$ cat src/rtl/vrs_consts.svh
// constants of the soft-start and fault sequencer: offsets, fields, resets, timing
`ifndef VRS_CONSTS_SVH
`define VRS_CONSTS_SVH

// ****************************************************************
// register byte offsets
// ****************************************************************
`define VRS_OFS_CTRL 8'h00
`define VRS_OFS_TARGET 8'h04
`define VRS_OFS_STATUS 8'h08
`define VRS_OFS_DAC 8'h0C

// ****************************************************************
// field positions and reset values
// ****************************************************************
`define VRS_CTRL_SHED_EN 0
`define VRS_CTRL_SHED_LO 1
`define VRS_CTRL_SHED_HI 3
`define VRS_CTRL_RESET 4'h0
`define VRS_TARGET_RESET 8'h00
`define VRS_STAT_STATE_LO 0
`define VRS_STAT_STATE_HI 3
`define VRS_STAT_THREE_PH 4
`define VRS_STAT_AUX_OFF 5
`define VRS_STAT_OCP 6
`define VRS_STAT_OVP 7
`define VRS_STAT_READY 8
`define VRS_STAT_DRV_LINE 9

// ****************************************************************
// timing, figures in ns at the clock rate in MHz
// ****************************************************************
`define VRS_CLK_MHZ 125
`define VRS_PROBE_NS 2000
`define VRS_MID_NS 1000
`define VRS_DRV_SETTLE_NS 1000
`define VRS_DAC_STEP_NS 80
`define VRS_OCP_DELAY_NS 50000
`define VRS_PROBE_CYC (`VRS_PROBE_NS * `VRS_CLK_MHZ / 1000)
`define VRS_MID_CYC (`VRS_MID_NS * `VRS_CLK_MHZ / 1000)
`define VRS_DRV_SETTLE_CYC (`VRS_DRV_SETTLE_NS * `VRS_CLK_MHZ / 1000)
`define VRS_DAC_STEP_CYC (`VRS_DAC_STEP_NS * `VRS_CLK_MHZ / 1000)
`define VRS_OCP_DELAY_CYC (`VRS_OCP_DELAY_NS * `VRS_CLK_MHZ / 1000)

`endif

$ cat src/rtl/vrs_pkg.sv
// types shared by the sequencer files
package vrs_pkg;

  // sequencer states, codes written out
  typedef enum logic [3:0] {
    VRS_ST_OFF = 4'h0,
    VRS_ST_PROBE = 4'h1,
    VRS_ST_MID = 4'h2,
    VRS_ST_DRV_WAIT = 4'h3,
    VRS_ST_SOFTSTART = 4'h4,
    VRS_ST_RUN = 4'h5,
    VRS_ST_OV_RAMP = 4'h6,
    VRS_ST_OV_HOLD = 4'h7,
    VRS_ST_OC_OFF = 4'h8
  } vrs_state_type;

  typedef logic [7:0] vrs_dac_type;

endpackage

$ cat src/rtl/vrs_dac_ramp.sv
// digital reference ramp: steps the dac code one lsb per tick
`timescale 1ns/1ns
`default_nettype none
`include "vrs_consts.svh"

module vrs_dac_ramp #(
  parameter int unsigned STEP_CYCLES = `VRS_DAC_STEP_CYC
) (
  input wire logic clk_i,
  input wire logic rst_i,
  input wire logic clear_i,
  input wire logic run_i,
  input wire logic down_i,
  input wire vrs_pkg::vrs_dac_type target_i,
  output vrs_pkg::vrs_dac_type code_o,
  output logic at_target_o,
  output logic at_zero_o
);
  import vrs_pkg::*;

  logic [15:0] tick_q;
  vrs_dac_type code_q;
  wire tick_w = (tick_q == 16'(STEP_CYCLES - 1));
  wire vrs_dac_type goal_w = down_i ? 8'h00 : target_i;
  wire up_w = code_q < goal_w;
  wire dn_w = code_q > goal_w;

  // fixed slew: one step per tick, toward the goal
  always_ff @(posedge clk_i) begin
    if (rst_i || clear_i || !run_i) begin
      tick_q <= 16'h0000;
    end else begin
      tick_q <= tick_w ? 16'h0000 : tick_q + 16'h0001;
    end
  end

  // code holds at zero while cleared so every restart begins from zero
  always_ff @(posedge clk_i) begin
    if (rst_i || clear_i) begin
      code_q <= 8'h00;
    end else if (run_i && tick_w && up_w) begin
      code_q <= code_q + 8'h01;
    end else if (run_i && tick_w && dn_w) begin
      code_q <= code_q - 8'h01;
    end
  end

  assign code_o = code_q;
  assign at_target_o = (code_q == target_i);
  assign at_zero_o = (code_q == 8'h00);

endmodule // vrs_dac_ramp
`default_nettype wire

$ cat src/rtl/vrs_sequencer.sv
// start-up and fault sequencer of a multiphase buck controller, wishbone slave
`timescale 1ns/1ns
`default_nettype none
`include "vrs_consts.svh"

module vrs_sequencer #(
  parameter int unsigned NPH = 5,
  parameter int unsigned OCP_DELAY_CYCLES = `VRS_OCP_DELAY_CYC,
  parameter int unsigned DAC_STEP_CYCLES = `VRS_DAC_STEP_CYC
) (
  input wire logic clk_i,
  input wire logic rst_i,
  input wire logic wb_cyc_i,
  input wire logic wb_stb_i,
  input wire logic wb_we_i,
  input wire logic [7:0] wb_adr_i,
  input wire logic [3:0] wb_sel_i,
  input wire logic [31:0] wb_dat_i,
  output logic [31:0] wb_dat_o,
  output logic wb_ack_o,
  input wire logic enable_i,
  input wire logic vcc_uv_i,
  input wire logic ramp_supply_sense_uv_i,
  input wire logic driver_enable_in_i,
  output logic driver_enable_out_o,
  output logic driver_enable_oe_o,
  input wire logic fourth_phase_output_tied_i,
  input wire logic aux_boot_voltage_pin_tied_i,
  input wire logic [NPH-1:0] pwm_request_i,
  output logic [NPH-1:0] pwm_drive_o,
  output logic [NPH-1:0] pwm_mid_o,
  output logic [NPH-1:0] pwm_high_o,
  output logic [NPH-1:0] pwm_probe_o,
  output logic error_amp_release_o,
  output vrs_pkg::vrs_dac_type dac_code_o,
  input wire logic current_limit_input_low_i,
  input wire logic current_limit_input_high_i,
  output logic [2:0] current_limit_scale_o,
  input wire logic output_uv_i,
  input wire logic output_ov_i,
  input wire logic dynamic_voltage_change_i,
  input wire logic [1:0] current_sense_reference_ov_i,
  output logic regulator_ready_o
);
  import vrs_pkg::*;

  // ****************************************************************
  // helpers
  // ****************************************************************

  // phase 3 is the fourth core phase, the last phase is the aux rail
  function automatic logic phase_used(input int unsigned idx, input logic three_ph, input logic aux_off);
    logic used;
    used = 1'b1;
    if (idx == 3 && three_ph) begin
      used = 1'b0;
    end
    if (idx == NPH - 1 && aux_off) begin
      used = 1'b0;
    end
    return used;
  endfunction

  // true when the state counter has run the given number of cycles
  function automatic logic elapsed(input logic [15:0] cnt, input int unsigned cycles);
    return cnt >= 16'(cycles - 1);
  endfunction

  // ****************************************************************
  // state and storage
  // ****************************************************************
  vrs_state_type state_q;
  vrs_state_type state_d;
  logic [15:0] cnt_q;
  logic [15:0] cnt_d;
  logic [15:0] ocp_cnt_q;
  logic [15:0] ocp_cnt_d;
  logic three_ph_q;
  logic aux_off_q;
  logic ocp_flag_q;
  logic ovp_flag_q;
  logic ready_q;
  logic [NPH-1:0] mid_q;
  logic [NPH-1:0] mid_d;
  logic [NPH-1:0] drive_q;
  logic [NPH-1:0] drive_d;
  logic [NPH-1:0] midout_q;
  logic [NPH-1:0] midout_d;
  logic [NPH-1:0] high_q;
  logic [NPH-1:0] high_d;
  logic [NPH-1:0] probe_q;
  logic [NPH-1:0] probe_d;
  logic [NPH-1:0] used_w;
  logic [3:0] ctrl_q;
  vrs_dac_type target_q;
  logic [2:0] scale_q;
  logic ack_q;
  logic [31:0] rdat_q;
  vrs_dac_type dac_code_w;
  logic dac_at_target_w;
  logic dac_at_zero_w;

  // ****************************************************************
  // condition decode
  // ****************************************************************
  wire in_uv_w = vcc_uv_i | ramp_supply_sense_uv_i;
  wire st_fire_w = (state_q == VRS_ST_SOFTSTART) | (state_q == VRS_ST_RUN);
  wire st_drv_w = st_fire_w | (state_q == VRS_ST_DRV_WAIT) | (state_q == VRS_ST_OV_RAMP)
                  | (state_q == VRS_ST_OV_HOLD);
  wire st_fault_w = (state_q == VRS_ST_OV_RAMP) | (state_q == VRS_ST_OV_HOLD) | (state_q == VRS_ST_OC_OFF);
  wire drv_restart_w = st_fire_w & ~driver_enable_in_i;
  wire ocp_delay_w = current_limit_input_low_i & elapsed(ocp_cnt_q, OCP_DELAY_CYCLES);
  wire oc_trip_w = st_fire_w & (current_limit_input_high_i | ocp_delay_w);
  wire ref_ov_w = |current_sense_reference_ov_i;
  wire dac_ov_w = output_ov_i & ~dynamic_voltage_change_i
                  & ((state_q == VRS_ST_RUN) | (state_q == VRS_ST_OV_RAMP));
  wire ov_trip_w = st_fire_w & (ref_ov_w | dac_ov_w);
  wire force_low_w = dac_ov_w | ref_ov_w | (state_q == VRS_ST_OV_HOLD)
                     | (state_q == VRS_ST_OC_OFF);
  wire dac_clear_w = ~(st_fire_w | (state_q == VRS_ST_OV_RAMP) | (state_q == VRS_ST_OV_HOLD));
  wire dac_down_w = (state_q == VRS_ST_OV_RAMP) | (state_q == VRS_ST_OV_HOLD);
  wire [2:0] core_phases_w = three_ph_q ? 3'h3 : 3'h4;

  // ****************************************************************
  // sequencer
  // ****************************************************************

  // faults hold until enable drops, under-voltage only stops a healthy run
  always_comb begin
    state_d = state_q;
    case (state_q)
      VRS_ST_OFF: begin
        if (enable_i && !in_uv_w) begin
          state_d = VRS_ST_PROBE;
        end
      end
      VRS_ST_PROBE: begin
        if (elapsed(cnt_q, `VRS_PROBE_CYC)) begin
          state_d = VRS_ST_MID;
        end
      end
      VRS_ST_MID: begin
        if (elapsed(cnt_q, `VRS_MID_CYC)) begin
          state_d = VRS_ST_DRV_WAIT;
        end
      end
      VRS_ST_DRV_WAIT: begin
        if (elapsed(cnt_q, `VRS_DRV_SETTLE_CYC)) begin
          state_d = driver_enable_in_i ? VRS_ST_SOFTSTART : VRS_ST_MID;
        end
      end
      VRS_ST_SOFTSTART, VRS_ST_RUN: begin
        if (oc_trip_w) begin
          state_d = VRS_ST_OC_OFF;
        end else if (ov_trip_w) begin
          state_d = VRS_ST_OV_RAMP;
        end else if (drv_restart_w) begin
          state_d = VRS_ST_MID;
        end else if (state_q == VRS_ST_SOFTSTART && dac_at_target_w) begin
          state_d = VRS_ST_RUN;
        end
      end
      VRS_ST_OV_RAMP: begin
        if (dac_at_zero_w) begin
          state_d = VRS_ST_OV_HOLD;
        end
      end
      VRS_ST_OV_HOLD, VRS_ST_OC_OFF: begin
        state_d = state_q;
      end
      default: begin
        state_d = VRS_ST_OFF;
      end
    endcase
    if (!enable_i || (in_uv_w && !st_fault_w)) begin
      state_d = VRS_ST_OFF;
    end
  end

  assign cnt_d = (state_d != state_q) ? 16'h0000 : ((cnt_q == 16'hFFFF) ? cnt_q : cnt_q + 16'h0001);
  assign ocp_cnt_d = (st_fire_w && current_limit_input_low_i) ? ocp_cnt_q + 16'h0001 : 16'h0000;

  // state, timers and the configuration caught at the end of probing
  always_ff @(posedge clk_i) begin
    if (rst_i) begin
      state_q <= VRS_ST_OFF;
      cnt_q <= 16'h0000;
      ocp_cnt_q <= 16'h0000;
      three_ph_q <= 1'b0;
      aux_off_q <= 1'b0;
    end else begin
      state_q <= state_d;
      cnt_q <= cnt_d;
      ocp_cnt_q <= ocp_cnt_d;
      if (state_q == VRS_ST_PROBE && state_d == VRS_ST_MID) begin
        three_ph_q <= fourth_phase_output_tied_i;
        aux_off_q <= aux_boot_voltage_pin_tied_i;
      end
    end
  end

  // fault flags; set and clear never meet since clear is only in the off state
  always_ff @(posedge clk_i) begin
    if (rst_i || state_q == VRS_ST_OFF) begin
      ocp_flag_q <= 1'b0;
      ovp_flag_q <= 1'b0;
    end else begin
      ocp_flag_q <= ocp_flag_q | (state_d == VRS_ST_OC_OFF);
      ovp_flag_q <= ovp_flag_q | (state_d == VRS_ST_OV_RAMP);
    end
  end

  // ready follows the run state and the output under-voltage comparator
  always_ff @(posedge clk_i) begin
    if (rst_i) begin
      ready_q <= 1'b0;
    end else begin
      ready_q <= (state_d == VRS_ST_RUN) & ~output_uv_i;
    end
  end

  // ****************************************************************
  // phase outputs
  // ****************************************************************

  // mid is set on every entry to the mid stage, cleared by the first pulse
  always_comb begin
    for (int unsigned i = 0; i < NPH; i++) begin
      used_w[i] = phase_used(i, three_ph_q, aux_off_q);
      mid_d[i] = mid_q[i];
      if (state_q == VRS_ST_MID || state_q == VRS_ST_PROBE) begin
        mid_d[i] = 1'b1;
      end else if (st_fire_w && pwm_request_i[i] && !force_low_w) begin
        mid_d[i] = 1'b0;
      end
      // unused phases and probing leave the pin open with its test current
      probe_d[i] = (state_d == VRS_ST_PROBE) | (state_d == VRS_ST_OFF) | ~used_w[i];
      drive_d[i] = ~probe_d[i];
      midout_d[i] = drive_d[i] & mid_d[i] & ~force_low_w
                    & (state_d != VRS_ST_OC_OFF) & (state_d != VRS_ST_OV_HOLD);
      high_d[i] = drive_d[i] & ~mid_d[i] & ~force_low_w & pwm_request_i[i]
                  & ((state_d == VRS_ST_SOFTSTART) | (state_d == VRS_ST_RUN)
                  | (state_d == VRS_ST_OV_RAMP));
    end
  end

  // output controls are registered so the pins never glitch
  always_ff @(posedge clk_i) begin
    if (rst_i) begin
      mid_q <= '1;
      drive_q <= '0;
      midout_q <= '0;
      high_q <= '0;
      probe_q <= '0;
    end else begin
      mid_q <= mid_d;
      drive_q <= drive_d;
      midout_q <= midout_d;
      high_q <= high_d;
      probe_q <= probe_d;
    end
  end

  assign pwm_drive_o = drive_q;
  assign pwm_mid_o = midout_q;
  assign pwm_high_o = high_q;
  assign pwm_probe_o = probe_q;

  // ****************************************************************
  // driver enable, error amplifier and reference
  // ****************************************************************

  // the line is open drain: we drive it high, the driver may pull it low
  always_ff @(posedge clk_i) begin
    if (rst_i) begin
      driver_enable_oe_o <= 1'b0;
      error_amp_release_o <= 1'b0;
    end else begin
      driver_enable_oe_o <= (state_d == VRS_ST_DRV_WAIT) | (state_d == VRS_ST_SOFTSTART)
                            | (state_d == VRS_ST_RUN) | (state_d == VRS_ST_OV_RAMP)
                            | (state_d == VRS_ST_OV_HOLD);
      error_amp_release_o <= (state_d == VRS_ST_SOFTSTART) | (state_d == VRS_ST_RUN)
                             | (state_d == VRS_ST_OV_RAMP);
    end
  end
  assign driver_enable_out_o = driver_enable_oe_o;

  vrs_dac_ramp #(
    .STEP_CYCLES(DAC_STEP_CYCLES)
  ) u_ramp (
    .clk_i(clk_i),
    .rst_i(rst_i),
    .clear_i(dac_clear_w),
    .run_i(~dac_clear_w),
    .down_i(dac_down_w),
    .target_i(target_q),
    .code_o(dac_code_w),
    .at_target_o(dac_at_target_w),
    .at_zero_o(dac_at_zero_w)
  );
  assign dac_code_o = dac_code_w;

  // limit scale follows the shed count only while shedding is on and the state is soft start or run
  always_ff @(posedge clk_i) begin
    if (rst_i) begin
      scale_q <= 3'h4;
    end else if (ctrl_q[`VRS_CTRL_SHED_EN] && st_fire_w) begin
      scale_q <= ctrl_q[`VRS_CTRL_SHED_HI:`VRS_CTRL_SHED_LO];
    end else begin
      scale_q <= core_phases_w;
    end
  end
  assign current_limit_scale_o = scale_q;
  assign regulator_ready_o = ready_q;

  // ****************************************************************
  // wishbone slave
  // ****************************************************************
  wire req_w = wb_cyc_i & wb_stb_i & ~ack_q;
  wire wr_w = req_w & wb_we_i & wb_sel_i[0];
  wire [31:0] status_w = {22'h000000, driver_enable_in_i, ready_q, ovp_flag_q, ocp_flag_q,
                          aux_off_q, three_ph_q, state_q};
  wire [31:0] read_mux_w = (wb_adr_i == `VRS_OFS_CTRL) ? {28'h0000000, ctrl_q} :
                           (wb_adr_i == `VRS_OFS_TARGET) ? {24'h000000, target_q} :
                           (wb_adr_i == `VRS_OFS_STATUS) ? status_w :
                           (wb_adr_i == `VRS_OFS_DAC) ? {24'h000000, dac_code_w} : 32'h00000000;

  // one wait state: ack a cycle after the strobe, unmapped reads give zero
  always_ff @(posedge clk_i) begin
    if (rst_i) begin
      ack_q <= 1'b0;
      rdat_q <= 32'h00000000;
    end else begin
      ack_q <= req_w;
      rdat_q <= req_w ? read_mux_w : rdat_q;
    end
  end

  // writable fields sit in byte lane 0 only
  always_ff @(posedge clk_i) begin
    if (rst_i) begin
      ctrl_q <= `VRS_CTRL_RESET;
      target_q <= `VRS_TARGET_RESET;
    end else begin
      if (wr_w && wb_adr_i == `VRS_OFS_CTRL) begin
        ctrl_q <= wb_dat_i[3:0];
      end
      if (wr_w && wb_adr_i == `VRS_OFS_TARGET) begin
        target_q <= wb_dat_i[7:0];
      end
    end
  end

  assign wb_ack_o = ack_q;
  assign wb_dat_o = rdat_q;

endmodule // vrs_sequencer
`default_nettype wire

$ cat config.mk
export PLATFORM = sky130hd
export DESIGN_NAME = vrs_sequencer
export DESIGN_NICKNAME = d
export VERILOG_FILES = /design/src/rtl/vrs_pkg.sv /design/src/rtl/vrs_dac_ramp.sv /design/src/rtl/vrs_sequencer.sv
export VERILOG_INCLUDE_DIRS = /design/src /design/src/rtl
export SDC_FILE = /design/constraint.sdc
export NUM_CORES = 1
export LEC_CHECK = 0
export ABC_CLOCK_PERIOD_IN_PS = 7100
export BUFFER_PORTS_ARGS = -buffer_cell sky130_fd_sc_hd__buf_2
export CAP_MARGIN = 5
export CORE_ASPECT_RATIO = 0.5
export CORE_MARGIN = 4
export CORE_UTILIZATION = 38
export CTS_BUF_LIST = sky130_fd_sc_hd__clkbuf_8
export CTS_CLUSTER_DIAMETER = 150
export CTS_CLUSTER_SIZE = 28
export DETAILED_ROUTE_END_ITERATION = 10
export PLACE_DENSITY_LB_ADDON = 0.05
export SETUP_SLACK_MARGIN = 0.02
export SLEW_MARGIN = 20
export SYNTH_ARGS = -nofsm -noshare
export SYNTH_HDL_FRONTEND = slang
export SYNTH_HIERARCHICAL = 1
export SYNTH_SLANG_ARGS = --single-unit
$ cat constraint.sdc
create_clock -name clk_i -period 7.1 [get_ports clk_i]
set_input_delay 0.71 -clock clk_i [delete_from_list [all_inputs] [get_ports clk_i]]
set_output_delay 0.71 -clock clk_i [all_outputs]
set_load 0.01 [all_outputs]
==> metrics.md <==
| Metric | Value |
|---|---|
| Global-route wire length before repair | 25900 µm |
| Synthesized area | 6320 µm² |
| Worst Path Required | 7480 ps |
| Sequential cell area | 2280 µm² |
| Starting Density | 39.8% |
| Share of layout cells above drive strength 1 | 18.8% |
| CTS tree | built |
| Reg clk slew, reported paths | 80 ps |
| Clk_lat worst skew | 440 ps |
| Clk sinks | 114 |
| Pwr dens | 180 nW/µm² |
| Total track usage | 16.8% |
| Worst setup margin | 2810 ps |
| PortBufs | 85 |
| Multi-input gate area in the final layout | 3680 µm² |
| Total chip power | 0.00129 W |
| Count of hold-fix buffers inserted at cts | 0 |
| Mapped Avg Cell Area | 8.65 µm² |
| Status | finished, final reports clean |
| Worst hold slack | 450 ps |
| Post-detail-place hpwl | 11400 µm |
| Bufs on Longest Clock Path | 2 |
| Post-CTS setup buffers | 0 |
| Top cell family by delay on the critical path | simple AND/OR/NAND/NOR gates |
| Vias/cell | a little over 5 |
| DR vias | 5322 |
| Worst-Margin Slew | ~1100 ps |
| IO Count | 135 |
| Post-cts resize count | 0 |
| Crit path cell chain | inv_1 -> nor2_1 -> nand2_1 -> inv_1 -> nand2b_1 -> ha_1 -> nor2b_1 -> o211a_1 -> nand2b_4 -> a21o_1 -> or2b_1 -> ha_1 -> a21oi_1 -> o211ai_1 -> and2_1 -> or3_1 -> nand4_1 |
| Peak VDD IR | 108 µV |
| Largest area contributor in the netlist | dfxtp_1 |
| Critical path class | reg2reg |
| Clk root buf | clkbuf_8 |
| Drc violations | 0 |
| Max-cap check violation count | 0 |
| Async SR Flop Fraction | 0% |
| Seq/Total Area, Yosys | 36.1% |
| Aggregate global routing overflow | 0 |
| Core area | 15900 µm² |
| Pre-Repair DR Iteration Count | 4 |
| WP buf/inv | 2 |
| Number of synthesized flops with an enable pin | 0 |
| CP startpoint kind | flip-flop |
| Count of final hold-check violations | 0 |
| Total CTS buffers | 17 |
| Rows | 32 |
| Initial antenna violation count | 0 |
| GP Congestion | 0.807 |
| N_diodes | 0 |
| Vias in the first global route | around 5000 |
| Post-route ant nets | 0 |
| Die height | 99.2 µm |
| RSZ-0062 raised after global routing | no |
| Pin count of the biggest net entering global routing | 47 |
| CP peak stage delay | 690 ps |
| H-tree levels | 4 |
| Pleak | between 2 and 3 nW |
| Flops & latches, synth | between 100 and 150 |
| Setup Skew | 15.6 ps |
| DRT Wirelength | approximately 16000 µm |
| Final min period | 4290 ps |
| DRT iter0 DRCs | 222 |
| CP Max Fanout | 16 |
| Final net count | 893 |
| Area Overhead vs Synth | 13.3% |
| Core Util, Final | a little under half |
| Top post-synthesis cells by area | dfxtp_1 36%, nor2_1 5.9%, xnor2_1 4.6%, ha_1 4.4%, buf_4 3.2% |
| Hold Crit Class | reg2reg |
| Gate Count Post-Synth | 730 |
| Max-slew violation count | 0 |
| Most common cell in the netlist | dfxtp_1 |
| Yosys warns | 6 |
| Tcrit/Tclk final | between 60 and 70% |
| Final setup viols | 0 |
| Max Clock Freq | between 200 and 250 MHz |
| Wirelength per Cell | between 15 and 20 µm |
| Synth top area share | between 30% and 40% |
| Die W | 190 µm |
| Setup crit end kind | flip-flop |
| Synth unique cells | 81 |
| Critical Path AT | 4660 ps |
| Fill cells | around 1600 |
| Most used DFF post-synth | dfxtp_1 |
| Die ar. | 18900 µm² |
| DP Worst Slack | 2870 ps |
| Most common library cells after synthesis | 114 x dfxtp_1, 99 x nor2_1, 45 x nand2_1, 33 x xnor2_1, 30 x nand3_1 |
| Final TNS setup | 0 ps |
| Slowest cell on crit path | dfxtp_1 |
| Rel. slew slack | between 20% and 30% |
-- layout make-up --
cell class | count | share of cell area, %
Clock buffer | 18 | 3.46
Clock inverter | 14 | 1.73
Inverter | 28 | 1.47
Multi-Input combinational cell | 555 | 51.4
Sequential cell | 114 | 31.9
Tap cell | 221 | 3.86
Timing Repair Buffer | 87 | 6.15
-- registers in the layout, indices dropped and copies added, names as in the netlist, 4 cells and up --
name	count
mid_q	5
ctrl_q	4
u_ramp/code_o	8
state_q	4
pwm_mid_o	5
cnt_q	16
ocp_cnt_q	16
u_ramp/tick_q	16
target_q	8
wb_dat_o	10
pwm_high_o	5
-- per-layer routing --
layer	GRT usage, %	share of wire (%)
met5	0	0
met2	26.0	44
met1	23.6	50
met4	4.41	0.42
met3	4.28	4.9
-- stage by stage --
step | instance area (µm²) | cells
after detailed placement | 6790 | 1005
after CTS | 7160 | 1037
final | 7160 | 1037
after global routing | 7160 | 1037
after floorplan | 6400 | 751
after global placement | 6790 | 1005
-- layout by cell type, fill, tap and decap left out, types with 8 or more instances in the layout --
cell type,Yosys,routed
and3_1,13,13
xor2_1,20,20
nor2_1,99,99
conb_1,1,22
nand2_1,45,45
a21oi_1,22,22
inv_1,28,31
nor4_1,22,22
dfxtp_1,114,114
or2_2,8,8
buf_2,6,85
a22oi_1,8,8
o21ai_0,23,23
ha_1,22,22
clkbuf_8,0,18
nand3_1,30,30
nand2b_1,14,14
mux2i_1,20,20
xnor2_1,33,33
nand4_1,15,15
nor3_1,21,21
-- final timing paths --
check	start	to	slack [ps]	cells after the start
worst max-delay path	state_q[1]	u_ramp/code_o[7]	2810	17
worst min-delay path	mid_q[4]	pwm_high_o[4]	450	1
worst max register to register	state_q[1]	u_ramp/code_o[7]	2810	17
worst min register to register	mid_q[4]	pwm_high_o[4]	450	1
-- kinds of logic (layout without fill, tap and decap cells) --
family	Yosys count	count (layout)	share of synthesized area, %
fa+ha+maj	23	23	4.67
simple gates	313	313	25.7
other cells	1	22	0.0594
xor+xnor	53	53	7.35
compound gates	120	120	15.4
mux	24	24	3.88
flops	114	114	36.1
buf+inv	82	147	6.83
-- report_power, final --
group	internal (W)	switching, W
combinational	0.0000208	0.0000381
clock	0.000313	0.000271
sequential	0.000643	0.00000351
total	0.000977	0.000312
-- worst reg2reg max path, stage by stage, from the launching register on --
cell      delay [ps]
dfxtp_1          690
inv_1            210
nor2_1           180
nand2_1          130
inv_1            220
nand2b_1         140
ha_1             240
nor2b_1          140
o211a_1          210
nand2b_4         140
a21o_1           220
or2b_1           340
ha_1             310
a21oi_1          260
o211ai_1         170
and2_1           190
or3_1            340
nand4_1           80
No activity file was read; power rests on OpenSTA's default activity.
